==> config.mk <==
export PLATFORM = sky130hd
export DESIGN_NAME = timer16_compare_out
export DESIGN_NICKNAME = d
export VERILOG_FILES = /design/src/timer16_pkg.sv /design/src/timer16_compare_out.sv
export SDC_FILE = /design/constraint.sdc
export NUM_CORES = 1
export LEC_CHECK = 0
export BUFFER_PORTS_ARGS = -buffer_cell sky130_fd_sc_hd__buf_2
export CELL_PAD_IN_SITES_DETAIL_PLACEMENT = 2
export CELL_PAD_IN_SITES_GLOBAL_PLACEMENT = 2
export CORE_AREA = 2 2 147 134
export DETAILED_ROUTE_END_ITERATION = 10
export DIE_AREA = 0 0 149 136
export HOLD_SLACK_MARGIN = 0.08
export PLACE_DENSITY_LB_ADDON = 0.1
export SLEW_MARGIN = 20
export SYNTH_ARGS = -nofsm -noshare
export SYNTH_HDL_FRONTEND = slang
export SYNTH_SLANG_ARGS = --single-unit
==> constraint.sdc <==
create_clock -name pclk -period 2.9 [get_ports pclk]
set_input_delay 0.145 -clock pclk [delete_from_list [all_inputs] [get_ports pclk]]
set_output_delay 0.145 -clock pclk [all_outputs]
set_load 0.01 [all_outputs]
==> src/timer16_pkg.sv <==
// Constants, field layout and state type of the 16-bit timer compare-output block.
package timer16_pkg;

  // ****************************************
  // Register offsets
  // ****************************************
  localparam logic [7:0] CTRL_OFS = 8'h00;
  localparam logic [7:0] FORCE_OFS = 8'h04;
  localparam logic [7:0] COUNT_OFS = 8'h08;
  localparam logic [7:0] CMP_A_OFS = 8'h0C;
  localparam logic [7:0] CMP_B_OFS = 8'h10;
  localparam logic [7:0] CAPTURE_OFS = 8'h14;
  localparam logic [7:0] FLAGS_OFS = 8'h18;
  localparam logic [7:0] OUT_STATE_OFS = 8'h1C;

  // ****************************************
  // Field positions
  // ****************************************
  localparam int CTRL_WGM_LSB = 0;
  localparam int CTRL_COM_A_LSB = 4;
  localparam int CTRL_COM_B_LSB = 6;
  localparam int CTRL_CS_LSB = 8;
  localparam int FORCE_A_BIT = 0;
  localparam int FORCE_B_BIT = 1;
  localparam int FLAG_OVF_BIT = 0;
  localparam int FLAG_MATCH_A_BIT = 1;
  localparam int FLAG_MATCH_B_BIT = 2;
  localparam int FLAG_CAPTURE_BIT = 3;
  localparam int OUT_A_BIT = 0;
  localparam int OUT_B_BIT = 1;

  // ****************************************
  // Modes and encodings
  // ****************************************
  localparam logic [3:0] WGM_NORMAL = 4'h0;
  localparam logic [3:0] WGM_CTC_CMP_A = 4'h4;
  localparam logic [3:0] WGM_CTC_CAPTURE = 4'hC;
  localparam logic [1:0] COM_OFF = 2'h0;
  localparam logic [1:0] COM_TOGGLE = 2'h1;
  localparam logic [1:0] COM_CLEAR = 2'h2;
  localparam logic [1:0] COM_SET = 2'h3;
  localparam logic [2:0] CS_STOP = 3'h0;
  localparam logic [2:0] CS_DIV1 = 3'h1;
  localparam logic [2:0] CS_DIV8 = 3'h2;
  localparam logic [2:0] CS_DIV64 = 3'h3;
  localparam logic [2:0] CS_DIV256 = 3'h4;
  localparam logic [2:0] CS_DIV1024 = 3'h5;
  localparam logic [9:0] PRESC_MASK_8 = 10'h007;
  localparam logic [9:0] PRESC_MASK_64 = 10'h03F;
  localparam logic [9:0] PRESC_MASK_256 = 10'h0FF;
  localparam logic [9:0] PRESC_MASK_1024 = 10'h3FF;
  localparam logic [15:0] COUNT_MAX = 16'hFFFF;
  localparam logic [15:0] COUNTER_FLOOR = 16'h0000;

  // ****************************************
  // State and reset value
  // ****************************************
  typedef struct packed {
    logic [3:0] waveform_generation_mode;
    logic [1:0] compare_output_mode_a;
    logic [1:0] compare_output_mode_b;
    logic [2:0] clock_select;
    logic [9:0] prescale;
    logic [15:0] counter_value;
    logic [15:0] compare_value_a;
    logic [15:0] compare_value_b;
    logic [15:0] capture_value;
    logic match_block;
    logic overflow_flag;
    logic compare_match_flag_a;
    logic compare_match_flag_b;
    logic capture_flag;
    logic [1:0] compare_output_state;
    logic [31:0] prdata;
  } timer_state_t;

  localparam timer_state_t STATE_RST = '0;

endpackage

==> src/timer16_compare_out.sv <==
// 16-bit timer with Normal and clear-on-match counting and two compare-output channels.
//
// Behaviour
// - Reset clears compare output state to zero.
// - Nonzero mode replaces port value with state.
// - Pin drives only when direction bit selects output.
// - State can be preset before pin is enabled.
// - Mode field never touches input capture.
// - Mode zero leaves state unchanged on match.
// - New mode applies at next match after write.
// - Force strobe applies action immediately, non-PWM.
// - Counting depends only on waveform mode and clock select.
// - Mode selects set/clear/toggle or PWM polarity.
// - Waveform mode zero increments and wraps at max.
// - Normal mode sets overflow flag at zero.
// - Overflow flag clears when interrupt is serviced.
// - Normal mode accepts counter writes anytime.
// - Clear-on-match clears at compare A or capture.
// - Top register's flag rises at each top.
// - Top is not buffered; low top wraps first.
// - Channel A mode one toggles state each match.
// - Toggle rate uses prescale 1,8,64,256,1024.
// - Clear-on-match sets overflow on max to zero.
// - Force neither sets flag nor clears counter.
// - Counter write blocks matches next timer cycle.
//
// The APB slave port and the address map were left to the implementer.
`timescale 1ns/1ps

module timer16_compare_out
  import timer16_pkg::*;
(
  input wire logic pclk,
  input wire logic presetn,
  input wire logic psel,
  input wire logic penable,
  input wire logic pwrite,
  input wire logic [7:0] paddr,
  input wire logic [31:0] pwdata,
  output logic [31:0] prdata,
  output logic pready,
  output logic pslverr,
  input wire logic port_out_a,
  input wire logic output_pin_a_direction_bit,
  input wire logic port_out_b,
  input wire logic output_pin_b_direction_bit,
  output logic pin_a_out,
  output logic pin_a_oe_n,
  output logic pin_b_out,
  output logic pin_b_oe_n,
  input wire logic capture_event,
  input wire logic overflow_serviced,
  input wire logic match_a_serviced,
  input wire logic match_b_serviced,
  input wire logic capture_serviced,
  output logic overflow_flag,
  output logic compare_match_flag_a,
  output logic compare_match_flag_b,
  output logic capture_flag
);

  // ****************************************
  // Helper functions
  // ****************************************
  // Next output state at a compare match.
  function automatic logic match_next(input logic [1:0] mode, input logic non_pwm, input logic cur);
    logic nxt;
    nxt = cur;
    if (non_pwm) begin
      case (mode)
        COM_TOGGLE: nxt = ~cur;
        COM_CLEAR: nxt = 1'b0;
        COM_SET: nxt = 1'b1;
        default: nxt = cur;
      endcase
    end else begin
      case (mode)
        COM_CLEAR: nxt = 1'b0;
        COM_SET: nxt = 1'b1;
        default: nxt = cur;
      endcase
    end
    return nxt;
  endfunction

  // Next output state when a PWM count passes the floor.
  function automatic logic floor_next(input logic [1:0] mode, input logic cur);
    logic nxt;
    nxt = cur;
    case (mode)
      COM_CLEAR: nxt = 1'b1;
      COM_SET: nxt = 1'b0;
      default: nxt = cur;
    endcase
    return nxt;
  endfunction

  // ****************************************
  // State
  // ****************************************
  timer_state_t q;
  timer_state_t d;
  logic tick;
  logic non_pwm;
  logic clear_on_match_mode;
  logic live;
  logic [15:0] top;
  logic match_a;
  logic match_b;
  logic top_hit;
  logic wrap;
  logic setup;
  logic wr;
  logic mapped;
  logic [31:0] rd;

  // ****************************************
  // APB decode
  // ****************************************
  assign setup = psel & ~penable;
  assign wr = psel & penable & pwrite;
  assign pready = 1'b1;
  assign pslverr = psel & penable & ~mapped;

  always_comb begin
    mapped = 1'b1;
    case (paddr)
      CTRL_OFS: rd = 32'({q.clock_select, q.compare_output_mode_b, q.compare_output_mode_a,
                           q.waveform_generation_mode});
      FORCE_OFS: rd = 32'h0000_0000;
      COUNT_OFS: rd = 32'(q.counter_value);
      CMP_A_OFS: rd = 32'(q.compare_value_a);
      CMP_B_OFS: rd = 32'(q.compare_value_b);
      CAPTURE_OFS: rd = 32'(q.capture_value);
      FLAGS_OFS: rd = 32'({q.capture_flag, q.compare_match_flag_b, q.compare_match_flag_a, q.overflow_flag});
      OUT_STATE_OFS: rd = 32'(q.compare_output_state);
      default: begin
        rd = 32'h0000_0000;
        mapped = 1'b0;
      end
    endcase
  end

  // ****************************************
  // Timer clock and compare decode
  // ****************************************
  always_comb begin
    case (q.clock_select)
      CS_DIV1: tick = 1'b1;
      CS_DIV8: tick = (q.prescale & PRESC_MASK_8) == PRESC_MASK_8;
      CS_DIV64: tick = (q.prescale & PRESC_MASK_64) == PRESC_MASK_64;
      CS_DIV256: tick = (q.prescale & PRESC_MASK_256) == PRESC_MASK_256;
      CS_DIV1024: tick = (q.prescale & PRESC_MASK_1024) == PRESC_MASK_1024;
      default: tick = 1'b0;
    endcase
  end

  assign non_pwm = (q.waveform_generation_mode == WGM_NORMAL) || (q.waveform_generation_mode == WGM_CTC_CMP_A) ||
                   (q.waveform_generation_mode == WGM_CTC_CAPTURE);
  assign clear_on_match_mode = (q.waveform_generation_mode == WGM_CTC_CMP_A) || (q.waveform_generation_mode == WGM_CTC_CAPTURE);
  assign top = (q.waveform_generation_mode == WGM_CTC_CAPTURE) ? q.capture_value : q.compare_value_a;
  assign live = tick & ~q.match_block;
  assign match_a = live & (q.counter_value == q.compare_value_a);
  assign match_b = live & (q.counter_value == q.compare_value_b);
  assign top_hit = live & clear_on_match_mode & (q.counter_value == top);
  assign wrap = tick & (q.counter_value == COUNT_MAX);

  // ****************************************
  // Next state
  // ****************************************
  always_comb begin
    d = q;
    d.prescale = q.prescale + 10'h001;
    if (setup) begin
      d.prdata = rd;
    end
    // Register writes and flag clears come first so hardware sets win; force and counter writes come last.
    if (wr) begin
      case (paddr)
        CTRL_OFS: begin
          d.waveform_generation_mode = pwdata[CTRL_WGM_LSB +: 4];
          d.compare_output_mode_a = pwdata[CTRL_COM_A_LSB +: 2];
          d.compare_output_mode_b = pwdata[CTRL_COM_B_LSB +: 2];
          d.clock_select = pwdata[CTRL_CS_LSB +: 3];
        end
        CMP_A_OFS: d.compare_value_a = pwdata[15:0];
        CMP_B_OFS: d.compare_value_b = pwdata[15:0];
        CAPTURE_OFS: d.capture_value = pwdata[15:0];
        FLAGS_OFS: begin
          if (pwdata[FLAG_OVF_BIT]) begin
            d.overflow_flag = 1'b0;
          end
          if (pwdata[FLAG_MATCH_A_BIT]) begin
            d.compare_match_flag_a = 1'b0;
          end
          if (pwdata[FLAG_MATCH_B_BIT]) begin
            d.compare_match_flag_b = 1'b0;
          end
          if (pwdata[FLAG_CAPTURE_BIT]) begin
            d.capture_flag = 1'b0;
          end
        end
        OUT_STATE_OFS: d.compare_output_state = pwdata[1:0];
        default: d.prescale = d.prescale;
      endcase
    end
    if (overflow_serviced) begin
      d.overflow_flag = 1'b0;
    end
    if (match_a_serviced) begin
      d.compare_match_flag_a = 1'b0;
    end
    if (match_b_serviced) begin
      d.compare_match_flag_b = 1'b0;
    end
    if (capture_serviced) begin
      d.capture_flag = 1'b0;
    end
    // Counting follows only the waveform mode and the clock select.
    if (tick) begin
      d.match_block = 1'b0;
      d.counter_value = top_hit ? COUNTER_FLOOR : q.counter_value + 16'h0001;
    end
    if (wrap) begin
      d.overflow_flag = 1'b1;
    end
    if (match_a) begin
      d.compare_match_flag_a = 1'b1;
      d.compare_output_state[OUT_A_BIT] = match_next(q.compare_output_mode_a, non_pwm,
                                                     q.compare_output_state[OUT_A_BIT]);
    end
    if (match_b) begin
      d.compare_match_flag_b = 1'b1;
      d.compare_output_state[OUT_B_BIT] = match_next(q.compare_output_mode_b, non_pwm,
                                                     q.compare_output_state[OUT_B_BIT]);
    end
    if (!non_pwm && wrap) begin
      d.compare_output_state[OUT_A_BIT] = floor_next(q.compare_output_mode_a, q.compare_output_state[OUT_A_BIT]);
      d.compare_output_state[OUT_B_BIT] = floor_next(q.compare_output_mode_b, q.compare_output_state[OUT_B_BIT]);
    end
    if (top_hit && q.waveform_generation_mode == WGM_CTC_CAPTURE) begin
      d.capture_flag = 1'b1;
    end
    // The capture input is disabled while the capture register sets the top.
    if (capture_event && q.waveform_generation_mode != WGM_CTC_CAPTURE) begin
      d.capture_value = q.counter_value;
      d.capture_flag = 1'b1;
    end
    // Force acts on the output only; no flag, no counter clear.
    if (wr && paddr == FORCE_OFS && non_pwm) begin
      if (pwdata[FORCE_A_BIT]) begin
        d.compare_output_state[OUT_A_BIT] = match_next(q.compare_output_mode_a, 1'b1,
                                                       q.compare_output_state[OUT_A_BIT]);
      end
      if (pwdata[FORCE_B_BIT]) begin
        d.compare_output_state[OUT_B_BIT] = match_next(q.compare_output_mode_b, 1'b1,
                                                       q.compare_output_state[OUT_B_BIT]);
      end
    end
    // A counter write beats counting and blocks the next timer cycle's matches.
    if (wr && paddr == COUNT_OFS) begin
      d.counter_value = pwdata[15:0];
      d.match_block = 1'b1;
    end
  end

  // ****************************************
  // Registers
  // ****************************************
  always_ff @(posedge pclk or negedge presetn) begin
    if (!presetn) begin
      q <= STATE_RST;
    end else begin
      q <= d;
    end
  end

  // ****************************************
  // Outputs
  // ****************************************
  assign prdata = q.prdata;
  assign pin_a_out = (q.compare_output_mode_a != COM_OFF) ? q.compare_output_state[OUT_A_BIT] : port_out_a;
  assign pin_b_out = (q.compare_output_mode_b != COM_OFF) ? q.compare_output_state[OUT_B_BIT] : port_out_b;
  assign pin_a_oe_n = ~output_pin_a_direction_bit;
  assign pin_b_oe_n = ~output_pin_b_direction_bit;
  assign overflow_flag = q.overflow_flag;
  assign compare_match_flag_a = q.compare_match_flag_a;
  assign compare_match_flag_b = q.compare_match_flag_b;
  assign capture_flag = q.capture_flag;

endmodule

==> impl_metrics.yaml <==
pwr:
  seq_power_share: 0.485
  switchingPower_w: 0.00120
  power_density_nw_per_um2: 486
  netSwitchingFraction: 0.330
  power_frac_comb: 0.164
  irDropWorstVdd_mv: 0.259
  p_clk_frac: 0.351
  p_leak_nw: 3.61
  p_int_w: 0.00245
worst_setup_path:
  crit_type: "flip-flop to flip-flop"
  crit_path_max_fanout: 17
  r2r_start: "q[123]$_DFFE_PN0P_"
  crit_chain: "and4bb_1 -> o221ai_2 -> a211o_1 -> or4_4 -> nor4b_4 -> buf_12 -> o31ai_1"
  crit_start: "q[123]$_DFFE_PN0P_"
  crit_buf_inv: 1
  cp_slowest_cell: "dfrtp_1"
  critPathRequiredTime_ps: 3140
  endpoint_kind: "flip-flop"
  path_delay_family: "simple AND/OR/NAND/NOR gates"
  cp.arrival_ps: 2890
  setup.worst_path.start_class: "flip-flop"
  max_stage_delay_ps: 570
logic_synthesis:
  netlist_instances: 681
  ys_top_cells_by_area: "dfrtp_1, mux2_2, xor2_1"
  synth_ff_type: "dfrtp_1"
  ys.warnings.count: 0
  synthTopCellsByCount: "dfrtp_1, nand2_1, mux2_2, clkbuf_1"
  yosys.area.top_type: "dfrtp_1"
  async_reset_ff_frac: 1.00
  synth_seq_area_share: 0.408
  synth-seq-cells: 108
  syn_area_um2: 6630
  synth.distinct_cells: 68
  synth-edff-count: 0
  synth.avg_cell_area_um2: 9.73
  synth.top_cell.area_share: 0.408
  synth.most_common_cell: "dfrtp_1"
sta:
  skew_ps: 12.0
  hold_viol: 0
  rsz0062_at_grt: "false"
  finalSetupTns_ps: 0
  post-route-period-util: 0.912
  period_needed_ps: 2640
  tightest_slew_ps: 720
  hold_slack_ps: 93.3
  setup_viol: 0
  max_slew_margin: 0.520
  drv_slew: 0
  fmax_mhz: 378
min_path:
  min_path_type: "input port to flip-flop"
  hold_path.startpoint: "pwdata[15]"
placed_design:
  post-dp-hpwl_mm: 18.2
  place_congestion: 0.869
  place_area_um2: 7140
  io_buffers: 62
final_layout:
  multi_input_area_um2: 3490
  regArea_um2: 2700
  stdcell_area_um2: 7510
  fin_nets: 789
  area_growth_pct: 13.3
  insertedDiodeCount: 0
  drive_gt1_frac: 0.242
  nFillCells: 2068
floorplanning:
  dieArea_um2: 20300
  core.rowCount: 48
  dieHeight_um: 136
  core_um2: 18900
  die_w_um: 149
  initial_core_util: 0.351
  pin_count: 96
run_status:
  status: "complete, no violations"
drt:
  wl_met2_mm: 11.1
  met1_length_mm: 11.5
  route.met3.wl_mm: 1.18
  top_layer_used: "met4"
  drc: 0
  ant_nets: 0
  viasPerCell: 5.67
  firstDrtPassIters: 5
  via_count: 5601
  drt-initial-drc-count: 447
  post_drt_wl_per_cell_um: 24.3
  wirelength_mm: 24.0
global_route:
  globalRouteOverflowTotal: 0
  antenna_found_initial: 0
  grtUsageTotal: 0.244
  grt_max_degree: 52
  grt_pass1_wl_mm: 36.7
  grt_pass1_vias: 5892
job:
  max-cap-violations: 0
clocking:
  cts-htree-levels: 3
  numCtsBuffers: 9
  cts_max_path_buffers: 2
  cts_root_buf: "clkbuf_16"
  clk_pin_slew_ps: 80
  clkLatencyLatePin_ps: 370
  cts.sinks: 108
  tritoncts: "yes"
[cell families after synthesis]
family | Yosys count | share of synthesized area
muxes | 68 | 0.111
buffers and inverters | 92 | 0.0740
adders and majority gates | 3 | 0.00566
AOI/OAI and AO/OA | 153 | 0.166
xor gates and xnor gates | 57 | 0.0753
and+or+nand+nor | 198 | 0.159
DFF | 108 | 0.408
other | 2 | 0.00113
[power by group through the flow]
stage	sequential [W]	combinational, W	clock, W
6_report	0.00177	0.000600	0.00128
5_1_grt	0.00178	0.000669	0.00138
4_1_cts	0.00176	0.000602	0.00132
3_5_place_dp	0.00179	0.000588	0
3_3_place_gp	0.00178	0.000564	0
2_1_floorplan	0.00166	0.000442	0
[worst reg2reg max path: stages, from the launching register on]
cell and delay (ps):
dfrtp_1 570, and4bb_1 340, o221ai_2 120, a211o_1 290, or4_4 560, nor4b_4 340, buf_12 210, o31ai_1 100
[state kept, by name, summed over array words and instances (netlist names)]
register,count
compare_match_flag_b,1
overflow_flag,1
compare_match_flag_a,1
q,88
prdata,16
capture_flag,1
[routing by layer]
metal	GRT usage	up-vias
met5	0	-
met4	0.0429	0
met3	0.0349	12
met2	0.389	134
met1	0.358	2926
li1	-	2529
[final cells by class]
type / instances / area share
Clock buffer: 9 / 0.0300
Clock inverter: 7 / 0.00983
Inverter: 14 / 0.00700
Multi-Input combinational cell: 496 / 0.465
Sequential cell: 108 / 0.360
Tap cell: 250 / 0.0417
Timing Repair Buffer: 103 / 0.0867
[metrics by stage]
stage                     power, W  worst slack (ps)  std cells  utilization
after floorplan            0.00210               401        696            -
after global placement     0.00235               348        964        0.379
after detailed placement   0.00238               301        964        0.379
after CTS                  0.00368               265        987        0.398
after global routing       0.00383               113        987        0.398
final                      0.00365               256        987        0.398
[cells in the final DEF, fill, tap and decap left out, types with 7 or more instances in the layout]
master,synthesis,final
a22o_1,18,18
mux2i_1,23,23
a22oi_1,11,11
and3_1,18,18
dfrtp_1,108,108
xnor2_1,22,22
mux2_2,45,45
conb_1,2,17
a21oi_1,21,21
o21ai_2,10,10
inv_1,13,13
nand3_1,26,26
clkbuf_16,0,9
nor3_1,11,11
buf_2,2,61
a222oi_1,15,15
nand4_1,9,9
o21ai_0,35,35
xor2_1,35,35
buf_4,34,34
nor2_1,21,21
dlygate4sd3_1,0,7
nand2_1,62,62
[final timing paths]
path,to,slack (ps),depth (start not counted)
max in group asynchronous,q[43]$_DFFE_PN0P_,1650,3
min reg2reg,q[103]$_DFF_PN0_,470,1
max,q[101]$_DFFE_PN0P_,260,7
min in group asynchronous,q[32]$_DFF_PN0_,350,2
max reg2reg,q[101]$_DFFE_PN0P_,260,7
min,q[70]$_DFFE_PN0P_,90,2
[what timing repair did]
item / in CTS / in global routing
hold endpoints to repair: 58 / 0
endpoints found under the setup margin: 0 / 0
gates resized for setup: 0 / 0
buffers inserted: 0 / 0
hold buffers: 7 / 0
No activity file was read; power rests on OpenSTA's default activity.
